==> config.mk <==
export PLATFORM = sky130hd
export DESIGN_NAME = fdcd_top
export DESIGN_NICKNAME = d
export VERILOG_FILES = /design/src/logic/fdcd_pkg.sv /design/src/logic/fdcd_top.sv /design/src/logic/fdcd_cfg_mem.sv /design/src/logic/fdcd_glitch_filter.sv
export SDC_FILE = /design/constraint.sdc
export NUM_CORES = 2
export LEC_CHECK = 0
export BUFFER_PORTS_ARGS = -buffer_cell sky130_fd_sc_hd__buf_2
export CAP_MARGIN = 20
export CORE_UTILIZATION = 40
export CTS_CLUSTER_DIAMETER = 60
export DETAILED_ROUTE_END_ITERATION = 10
export PLACE_DENSITY = 0.54
export SYNTH_ARGS = -nofsm -noshare
export SYNTH_HDL_FRONTEND = slang
export SYNTH_HIERARCHICAL = 1
export SYNTH_SLANG_ARGS = --single-unit
export TNS_END_PERCENT = 30
==> constraint.sdc <==
create_clock -name pclk -period 5.5 [get_ports pclk]
set_clock_uncertainty 0.1 [all_clocks]
set_input_delay 0.275 -clock pclk [delete_from_list [all_inputs] [get_ports pclk]]
set_output_delay 0.275 -clock pclk [all_outputs]
set_load 0.005 [all_outputs]
==> src/logic/fdcd_pkg.sv <==
// constants, register map and types for the filtered dio change detect block
package fdcd_pkg;

  // ----------------------------------------------------------------
  // geometry
  // ----------------------------------------------------------------
  localparam int NUM_LINES = 96;
  localparam int NUM_PORTS = 12;
  localparam int LINES_PER_PORT = 8;
  localparam int DATA_WORDS = 3;
  localparam int CFG_WORDS = 6;
  localparam int CFG_PER_WORD = 16;
  localparam int CFG_AW = 3;

  // ----------------------------------------------------------------
  // timing
  // ----------------------------------------------------------------
  localparam int CLK_PERIOD_NS = 20;
  localparam int SAMPLE_HZ = 48_000_000;
  localparam int SAMPLE_PERIOD_PS = 20_830;
  localparam int FILT_MIN_NS = 200;
  localparam int FILT_MAX_MS = 200;
  localparam int FILT_HALF_MIN_CYC = (FILT_MIN_NS / 2 + CLK_PERIOD_NS - 1) / CLK_PERIOD_NS;
  localparam int FILT_HALF_MAX_CYC = FILT_MAX_MS * 1_000_000 / 2 / CLK_PERIOD_NS;
  localparam int HALF_W = 23;
  localparam int BLINK_MS = 250;
  localparam int BLINK_CYC = BLINK_MS * 1_000_000 / CLK_PERIOD_NS;
  localparam int BLINK_W = 24;

  // ----------------------------------------------------------------
  // register offsets (byte addresses)
  // ----------------------------------------------------------------
  localparam logic [7:0] OFF_CTRL = 8'h00;
  localparam logic [7:0] OFF_STATUS = 8'h04;
  localparam logic [7:0] OFF_FILT_HALF = 8'h08;
  localparam logic [7:0] OFF_DIR = 8'h0C;
  localparam logic [7:0] OFF_FILT_EN0 = 8'h10;
  localparam logic [7:0] OFF_RISE_EN0 = 8'h1C;
  localparam logic [7:0] OFF_FALL_EN0 = 8'h28;
  localparam logic [7:0] OFF_OUT_DATA0 = 8'h34;
  localparam logic [7:0] OFF_IN_DATA0 = 8'h40;
  localparam logic [7:0] OFF_PWRUP0 = 8'h50;

  // ----------------------------------------------------------------
  // fields and codes
  // ----------------------------------------------------------------
  localparam int CTRL_APPLY_BIT = 0;
  localparam int CTRL_ACK_BIT = 1;
  localparam int STAT_PEND_BIT = 0;
  localparam int STAT_OVF_BIT = 1;
  localparam int STAT_APPLY_BIT = 2;
  localparam int STAT_FAULT_BIT = 3;
  localparam logic [1:0] PU_HIZ = 2'h0;
  localparam logic [1:0] PU_HIGH = 2'h1;
  localparam logic [1:0] PU_LOW = 2'h2;

  typedef enum logic [2:0] {
    ST_LOAD = 3'h1,
    ST_TAKE = 3'h2,
    ST_RUN = 3'h4
  } fdcd_state_e;

endpackage : fdcd_pkg

==> src/logic/fdcd_top.sv <==
// apb register file, filter timing, power-up states, change detection and status led
`timescale 1ns/1ns
module fdcd_top
  import fdcd_pkg::*;
#(
  parameter int FILT_HALF_MAX = FILT_HALF_MAX_CYC,
  parameter int BLINK_HALF = BLINK_CYC
) (
  input wire logic pclk,
  input wire logic presetn,
  input wire logic psel,
  input wire logic penable,
  input wire logic pwrite,
  input wire logic [7:0] paddr,
  input wire logic [31:0] pwdata,
  output logic [31:0] prdata,
  output logic pready,
  output logic pslverr,
  input wire logic [NUM_LINES-1:0] line_in,
  output logic [NUM_LINES-1:0] line_out,
  output logic [NUM_LINES-1:0] line_oe,
  output logic [NUM_LINES-1:0] pull_active,
  input wire logic suspend,
  input wire logic power_fault,
  output logic change_irq,
  output logic change_overflow,
  output logic power_activity_indicator
);

  // ----------------------------------------------------------------
  // state
  // ----------------------------------------------------------------
  typedef struct packed {
    fdcd_state_e st;
    logic run_d;
    logic [CFG_AW-1:0] cfg_idx;
    logic [HALF_W-1:0] filt_half;
    logic [HALF_W-1:0] tick_cnt;
    logic filt_tick;
    logic [NUM_LINES-1:0] filt_en;
    logic [NUM_LINES-1:0] rise_en;
    logic [NUM_LINES-1:0] fall_en;
    logic [NUM_LINES-1:0] drv_oe;
    logic [NUM_LINES-1:0] drv_val;
    logic [NUM_LINES-1:0] pu_drv;
    logic [NUM_LINES-1:0] pull_active;
    logic [NUM_LINES-1:0] prev;
    logic [NUM_LINES-1:0] snap;
    logic pend;
    logic ovf;
    logic [BLINK_W-1:0] blink_cnt;
    logic blink;
    logic led;
    logic pready;
    logic pslverr;
    logic [31:0] prdata;
  } fdcd_top_s;

  localparam logic [HALF_W-1:0] HALF_MIN = HALF_W'(FILT_HALF_MIN_CYC);
  localparam logic [HALF_W-1:0] HALF_MAX = HALF_W'(FILT_HALF_MAX);
  localparam logic [BLINK_W-1:0] BLINK_LAST = BLINK_W'(BLINK_HALF - 1);

  fdcd_top_s s;
  fdcd_top_s next_s;

  logic [NUM_LINES-1:0] filt_out;
  logic [31:0] cfg_rdata;
  logic cfg_we;
  logic [CFG_AW-1:0] cfg_waddr;
  logic [CFG_AW-1:0] cfg_raddr;

  // ----------------------------------------------------------------
  // address helpers
  // ----------------------------------------------------------------
  function automatic logic in_rng(input logic [7:0] a, input logic [7:0] base, input int n);
    return (a >= base) && (a < (base + 8'(4 * n)));
  endfunction : in_rng

  function automatic int widx(input logic [7:0] a, input logic [7:0] base);
    return int'((a - base) >> 2);
  endfunction : widx

  // ----------------------------------------------------------------
  // submodules
  // ----------------------------------------------------------------
  fdcd_glitch_filter #(
    .N(NUM_LINES)
  ) u_filter (
    .pclk(pclk),
    .presetn(presetn),
    .line_in(line_in),
    .filt_en(s.filt_en),
    .filt_tick(s.filt_tick),
    .filt_out(filt_out)
  );

  fdcd_cfg_mem #(
    .DEPTH(CFG_WORDS),
    .W(32),
    .AW(CFG_AW)
  ) u_cfg (
    .pclk(pclk),
    .presetn(presetn),
    .we(cfg_we),
    .waddr(cfg_waddr),
    .wdata(pwdata),
    .raddr(cfg_raddr),
    .rdata(cfg_rdata)
  );

  // ----------------------------------------------------------------
  // next state
  // ----------------------------------------------------------------
  logic acc;
  logic [HALF_W-1:0] half;
  logic [NUM_LINES-1:0] edges;
  logic [NUM_LINES-1:0] watched;
  logic [NUM_LINES-1:0] in_view;
  logic ev;
  logic ack;
  logic [31:0] rd;
  logic err;
  logic [1:0] code;
  int ln;

  assign acc = psel && penable && !s.pready && (s.st == ST_RUN) && s.run_d;
  assign cfg_we = acc && pwrite && in_rng(paddr, OFF_PWRUP0, CFG_WORDS);
  assign cfg_waddr = CFG_AW'(widx(paddr, OFF_PWRUP0));
  assign cfg_raddr = (s.st != ST_RUN) ? s.cfg_idx : CFG_AW'(widx(paddr, OFF_PWRUP0));

  always_comb begin
    next_s = s;
    half = s.filt_half;
    rd = 32'h0;
    err = 1'b0;
    code = PU_HIZ;
    ln = 0;
    ack = 1'b0;

    // filter tick divider, clamped to legal interval
    if (half < HALF_MIN) begin
      half = HALF_MIN;
    end else if (half > HALF_MAX) begin
      half = HALF_MAX;
    end
    if (s.tick_cnt >= (half - HALF_W'(1))) begin
      next_s.tick_cnt = '0;
      next_s.filt_tick = 1'b1;
    end else begin
      next_s.tick_cnt = HALF_W'(s.tick_cnt + HALF_W'(1));
      next_s.filt_tick = 1'b0;
    end

    // power-up state loader
    next_s.run_d = (s.st == ST_RUN);
    case (s.st)
      ST_LOAD: begin
        next_s.st = ST_TAKE;
      end
      ST_TAKE: begin
        for (int j = 0; j < CFG_PER_WORD; j++) begin
          code = cfg_rdata[2*j +: 2];
          ln = int'(s.cfg_idx) * CFG_PER_WORD + j;
          next_s.drv_oe[ln] = (code == PU_HIGH) || (code == PU_LOW);
          next_s.drv_val[ln] = (code == PU_HIGH);
          next_s.pu_drv[ln] = (code == PU_HIGH) || (code == PU_LOW);
        end
        if (int'(s.cfg_idx) == CFG_WORDS - 1) begin
          next_s.st = ST_RUN;
          next_s.cfg_idx = '0;
        end else begin
          next_s.st = ST_LOAD;
          next_s.cfg_idx = CFG_AW'(s.cfg_idx + CFG_AW'(1));
        end
      end
      ST_RUN: begin
        next_s.st = ST_RUN;
      end
      default: begin
        next_s.st = ST_RUN;
      end
    endcase

    // pull selector only governs lines without a power-up drive code in force
    next_s.pull_active = ~s.pu_drv;

    // change detection
    edges = (filt_out & ~s.prev & s.rise_en) | (~filt_out & s.prev & s.fall_en);
    ev = |edges;
    watched = s.rise_en | s.fall_en;
    in_view = (watched & s.snap) | (~watched & filt_out);
    next_s.prev = filt_out;
    if (ev) begin
      next_s.snap = filt_out;
    end

    // apb access
    next_s.pready = 1'b0;
    next_s.pslverr = 1'b0;
    if (acc) begin
      next_s.pready = 1'b1;
      if (paddr == OFF_CTRL) begin
        if (pwrite) begin
          ack = pwdata[CTRL_ACK_BIT];
          if (pwdata[CTRL_APPLY_BIT]) begin
            next_s.st = ST_LOAD;
            next_s.cfg_idx = '0;
          end
        end
      end else if (paddr == OFF_STATUS) begin
        rd[STAT_PEND_BIT] = s.pend;
        rd[STAT_OVF_BIT] = s.ovf;
        rd[STAT_APPLY_BIT] = (s.st != ST_RUN);
        rd[STAT_FAULT_BIT] = power_fault;
      end else if (paddr == OFF_FILT_HALF) begin
        rd[HALF_W-1:0] = s.filt_half;
        if (pwrite) begin
          next_s.filt_half = pwdata[HALF_W-1:0];
        end
      end else if (paddr == OFF_DIR) begin
        for (int p = 0; p < NUM_PORTS; p++) begin
          rd[p] = s.drv_oe[p*LINES_PER_PORT];
          if (pwrite) begin
            next_s.drv_oe[p*LINES_PER_PORT +: LINES_PER_PORT] = {LINES_PER_PORT{pwdata[p]}};
          end
        end
        if (pwrite) begin
          next_s.pu_drv = '0;
        end
      end else if (in_rng(paddr, OFF_FILT_EN0, DATA_WORDS)) begin
        rd = s.filt_en[widx(paddr, OFF_FILT_EN0)*32 +: 32];
        if (pwrite) begin
          next_s.filt_en[widx(paddr, OFF_FILT_EN0)*32 +: 32] = pwdata;
        end
      end else if (in_rng(paddr, OFF_RISE_EN0, DATA_WORDS)) begin
        rd = s.rise_en[widx(paddr, OFF_RISE_EN0)*32 +: 32];
        if (pwrite) begin
          next_s.rise_en[widx(paddr, OFF_RISE_EN0)*32 +: 32] = pwdata;
        end
      end else if (in_rng(paddr, OFF_FALL_EN0, DATA_WORDS)) begin
        rd = s.fall_en[widx(paddr, OFF_FALL_EN0)*32 +: 32];
        if (pwrite) begin
          next_s.fall_en[widx(paddr, OFF_FALL_EN0)*32 +: 32] = pwdata;
        end
      end else if (in_rng(paddr, OFF_OUT_DATA0, DATA_WORDS)) begin
        rd = s.drv_val[widx(paddr, OFF_OUT_DATA0)*32 +: 32];
        if (pwrite) begin
          next_s.drv_val[widx(paddr, OFF_OUT_DATA0)*32 +: 32] = pwdata;
        end
      end else if (in_rng(paddr, OFF_IN_DATA0, DATA_WORDS)) begin
        rd = in_view[widx(paddr, OFF_IN_DATA0)*32 +: 32];
      end else if (in_rng(paddr, OFF_PWRUP0, CFG_WORDS)) begin
        rd = cfg_rdata;
      end else begin
        err = 1'b1;
      end
      next_s.prdata = pwrite ? 32'h0 : rd;
      next_s.pslverr = err;
    end

    // pending event and overflow; a new edge wins over acknowledge
    next_s.ovf = (s.ovf && !ack) || (ev && s.pend);
    next_s.pend = (s.pend && !ack) || ev;

    // status led
    if (s.blink_cnt >= BLINK_LAST) begin
      next_s.blink_cnt = '0;
      next_s.blink = !s.blink;
    end else begin
      next_s.blink_cnt = BLINK_W'(s.blink_cnt + BLINK_W'(1));
    end
    if (suspend) begin
      next_s.led = 1'b0;
    end else if (power_fault) begin
      next_s.led = s.blink;
    end else begin
      next_s.led = 1'b1;
    end
  end

  // ----------------------------------------------------------------
  // registers
  // ----------------------------------------------------------------
  always_ff @(posedge pclk or negedge presetn) begin
    if (!presetn) begin
      s <= '0; // drivers off, all lines input
      s.st <= ST_LOAD;
      s.filt_half <= HALF_MIN;
      s.pull_active <= '1;
    end else begin
      s <= next_s;
    end
  end

  // ----------------------------------------------------------------
  // outputs
  // ----------------------------------------------------------------
  assign prdata = s.prdata;
  assign pready = s.pready;
  assign pslverr = s.pslverr;
  assign line_out = s.drv_val;
  assign line_oe = s.drv_oe;
  assign pull_active = s.pull_active;
  assign change_irq = s.pend;
  assign change_overflow = s.ovf;
  assign power_activity_indicator = s.led;

endmodule : fdcd_top

==> src/logic/fdcd_cfg_mem.sv <==
// small memory holding the per-line power-up settings
`timescale 1ns/1ns
module fdcd_cfg_mem #(
  parameter int DEPTH = 6,
  parameter int W = 32,
  parameter int AW = 3
) (
  input wire logic pclk,
  input wire logic presetn,
  input wire logic we,
  input wire logic [AW-1:0] waddr,
  input wire logic [W-1:0] wdata,
  input wire logic [AW-1:0] raddr,
  output logic [W-1:0] rdata
);

  typedef struct packed {
    logic [DEPTH-1:0][W-1:0] mem;
    logic [W-1:0] rdata;
  } fdcd_mem_s;

  fdcd_mem_s s;
  fdcd_mem_s next_s;

  always_comb begin
    next_s = s;
    if (we && (int'(waddr) < DEPTH)) begin
      next_s.mem[waddr] = wdata;
    end
    if (int'(raddr) < DEPTH) begin
      next_s.rdata = s.mem[raddr];
    end else begin
      next_s.rdata = '0;
    end
  end

  always_ff @(posedge pclk or negedge presetn) begin
    if (!presetn) begin
      s <= '0;
    end else begin
      s <= next_s;
    end
  end

  assign rdata = s.rdata;

endmodule : fdcd_cfg_mem

==> src/logic/fdcd_glitch_filter.sv <==
// per-line sampling and glitch filter
`timescale 1ns/1ns
module fdcd_glitch_filter #(
  parameter int N = 96
) (
  input wire logic pclk,
  input wire logic presetn,
  input wire logic [N-1:0] line_in,
  input wire logic [N-1:0] filt_en,
  input wire logic filt_tick,
  output logic [N-1:0] filt_out
);

  typedef struct packed {
    logic [N-1:0] samp;
    logic [N-1:0] held;
    logic [N-1:0] broke;
    logic [N-1:0] fval;
  } fdcd_filt_s;

  fdcd_filt_s s;
  fdcd_filt_s next_s;

  always_comb begin
    next_s = s;
    next_s.samp = line_in;
    for (int i = 0; i < N; i++) begin
      if (!filt_en[i]) begin
        next_s.fval[i] = s.samp[i];
        next_s.held[i] = s.samp[i];
        next_s.broke[i] = 1'b0;
      end else if (filt_tick) begin
        // level must be steady from one tick to the next
        if (!s.broke[i] && (s.samp[i] == s.held[i])) begin
          next_s.fval[i] = s.samp[i]; // same for both polarities
        end
        next_s.held[i] = s.samp[i];
        next_s.broke[i] = 1'b0;
      end else if (s.samp[i] != s.held[i]) begin
        next_s.broke[i] = 1'b1;
      end
    end
  end

  always_ff @(posedge pclk or negedge presetn) begin
    if (!presetn) begin
      s <= '0;
    end else begin
      s <= next_s;
    end
  end

  assign filt_out = s.fval;

endmodule : fdcd_glitch_filter

==> run_results.csv <==
group,metric,value,unit
global_routing,overflow,0,
global_routing,grt_max_degree,160,
worst_setup_path,slowest_stage,"or4_1",
clocking,numClockSinks,1588,
worst_setup_path,max_stage_delay,620,ps
yosys,synth_area_leader_cell,"dfrtp_1",
yosys,syn-mean-instance-area,10.70,um2
worst_setup_path,crit_arrival,5550,ps
cells_and_area,final_area,87860,um2
place,place.port_buffers,467,
place,placed_area,79530,um2
floorplan,core.rowCount,160,
detailed_routing,via_count,57630,
worst_setup_path,worstSetupPathType,"register to register",
timing,finalSetupTns,0,ps
clocking,clock_path_buffers,3,
yosys,synth_cell_types,89,
detailed_routing,wirelength,284600,um
detailed_routing,drc,0,
cells_and_area,final_common_cell,"dfrtp_1",
yosys,synthesis.nets,7446,
yosys,syn_inst,7223,
yosys,synth_edf_count,0,
status,outcome,"complete, no violations",
clocking,cts_tree,"yes",
global_routing,grt_pass1_wl,407800,um
floorplan,dieWidth,441.6,um
yosys,yosysSeqAreaShare,51.57,%
cells_and_area,final_cell_mix,"1488 x dfrtp_1, 688 x nand2_1, 626 x nor2_1",
timing,fin_crit,4940,ps
yosys,synth.top_cell.area_share,48.20,%
timing,holdWs,18.95,ps
yosys,synth_ff_type,"dfrtp_1",
cells_and_area,layout.nets,7663,
floorplan,start_util,40.48,%
yosys,yosysWarnings,6,
worst_setup_path,rrSetupSlack,560,ps
detailed_routing,wl_per_cell,28.18,um
place,detailedPlace.worstSlack,304.4,ps
yosys,ys_seq_elements,1588,
timing,finalWorstSetupSlack,560.4,ps
cells_and_area,drive_gt1_share,23.19,%
place,dp.cells,9552,
timing,rsz0062_at_grt,"no",
power,ir_worst_vdd,0.2962,mV
power,powerDensity,329.6,nW/um2
cells_and_area,instances_no_fill,10100,
clocking,h-tree-depth,4,
yosys,synthTopCellsByArea,"dfrtp_1 48%, mux2_2 8.3%, mux2i_1 4.8%",
detailed_routing,vias_per_cell,5.705,
clocking,clock_latency,830,ps
worst_setup_path,crit_path_end_kind,"register",
floorplan,fp.coreArea,191000,um2
worst_setup_path,crit_fanout,18,
worst_setup_path,crit_path_start_kind,"register",
yosys,syn-cell-area,77300,um2
worst_setup_path,cp_num_buf_inv,1,
yosys,synth-async-reset-ratio,100.0,%
timing,fin_crit_sh,89.81,%
worst_setup_path,cp.required,6110,ps
hold_path,hold_path_class,"primary input to async pin",
timing,tightest_slew,1116,ps
timing,final_max_slew_viol_count,0,
clocking,cts.clk_slew.worst_paths,60,ps
power,leakagePower,0.03884,uW
floorplan,die_h,441.6,um
timing,finalHoldViolCount,0,
timing,finalSetupViolCount,0,
place,place_hpwl,200100,um
worst_setup_path,ff2ff_path_depth,16,
global_routing,grt_usage,28.63,%
cells_and_area,synthToLayoutAreaGrowth,13.66,%
detailed_routing,firstDrtPassIters,6,
detailed_routing,ant_nets,0,
global_routing,antenna_found_initial,18,
timing,max_freq,202.4,MHz
floorplan,io_pins,468,
detailed_routing,first_iter_violations,5518,
global_routing,grt_pass1_vias,55610,
worst_setup_path,cp.depth,16,
place,gp_congestion,0.9546,
worst_setup_path,worstPathCellList,"or4_1 -> nor4b_2 -> nand4_1 -> nand3_1 -> ha_1 -> and2_1 -> o211ai_1 -> nor3_1 -> mux2_2 -> ha_1 -> a21o_1 -> a21o_1 -> a21oi_1 -> o21ai_1 -> buf_4 -> nor3b_1",
clocking,cts_root_buf,"clkbuf_16",
worst_setup_path,critical-path-top-delay-family,"simple AND/OR/NAND/NOR gates",
floorplan,die-area,195000,um2
run,maxCapViolCount,0,
clocking,cts_buffers,182,
timing,relSlewSlack,24.81,%
## final timing paths
check / startpoint / to
max: s[958]$_DFFE_PN0P_ / s[928]$_DFF_PN0_
min: presetn / u_cfg/s[47]$_DFFE_PN0P_
max reg2reg: s[958]$_DFFE_PN0P_ / s[928]$_DFF_PN0_
min reg2reg: s[350]$_DFF_PN0_ / pull_active[0]$_DFF_PN1_
max in group asynchronous: presetn / u_filter/s[333]$_DFF_PN0_
min in group pclk: pwdata[21] / line_out[53]$_DFF_PN0_
## Yosys cell counts, types with 10 or more instances
master,number
a21o_1,10
o211ai_1,29
clkbuf_1,224
nor3_1,66
o311a_1,15
nand3_1,151
xnor2_1,36
and2_1,38
nand3b_1,83
a221oi_1,16
o221ai_1,45
a211oi_1,37
buf_4,471
a221o_1,16
o22ai_1,46
mux2_1,12
nand2b_1,39
or3_1,11
nor2b_1,40
a22oi_1,25
mux2i_1,368
mux2_2,569
o21ai_0,590
buf_6,16
buf_1,26
mux2_4,108
nand2_1,689
dfrtp_1,1489
o311ai_0,71
nor2_1,637
xor2_1,137
and3_1,14
a31oi_1,11
a21oi_1,333
dfstp_2,99
nand4_1,39
buf_2,68
nor4_1,28
ha_1,80
nand4b_1,82
inv_1,216
## flip-flops by register name (all words and copies together), names as in the netlist, 32 cells and up
signal and flops:
line_out 96, u_filter/s 288, u_cfg/s 192, pull_active 96, line_oe 96, u_filter/filt_out 96, s 655, prdata 32
u_cfg/rdata 32
## final cells by class
cell class / instances / area (um2)
antenna: 5 / 12.51
tap: 2511 / 3142
multi-input combinational: 4610 / 31880
fill: 17820 / 103100
inverter: 220 / 828.3
clock buffer: 268 / 5331
clock inverter: 61 / 837.1
sequential: 1588 / 39870
timing repair buffer: 838 / 5967
## logic make-up after synthesis
logic type / synth area share (%)
AOI/OAI and AO/OA: 10.28
xor gates and xnor gates: 2.059
adders and majority gates: 1.295
buffers and inverters: 7.530
DFF: 51.57
muxes: 15.33
and+or+nand+nor: 11.94
## report_power, final
group	leakage [uW]	switching (uW)	internal (uW)
Clock	0.00304	5100	7470
Combinational	0.0165	1920	1250
Sequential	0.0193	772	12400
## routing by layer
metal / up-vias / part of all wire (%) / GRT usage, %
met5: - / 0.028 / 0
met4: 10 / 5.5 / 14.47
met2: 2248 / 46 / 44.76
met1: 29550 / 42 / 37.99
li1: 25290 / - / -
met3: 532 / 6.7 / 5.332
## through the flow
step	power, uW	util (%)
global route	29940	46.00
global placement	16380	41.64
floorplan	15070	-
finish	28960	46.00
detailed placement	16450	41.64
CTS	29140	45.99
## worst register-to-register path, delay by kind of cell, from the launching register on
family                     cells  cell delay [ps]
AOI/OAI and AO/OA              5              900
muxes                          1              360
DFF                            1              460
and+or+nand+nor                7             2260
buffers and inverters          1              260
adders and majority gates      2              490
## timing repair
item / in CTS / in global routing
gates resized for setup: 0 / 1
setup endpoints to repair: 0 / 1
setup buffers: 0 / 0
hold endpoints to repair: 451 / 0
hold buffers: 213 / 0
Power figures use the tool's default switching activity.
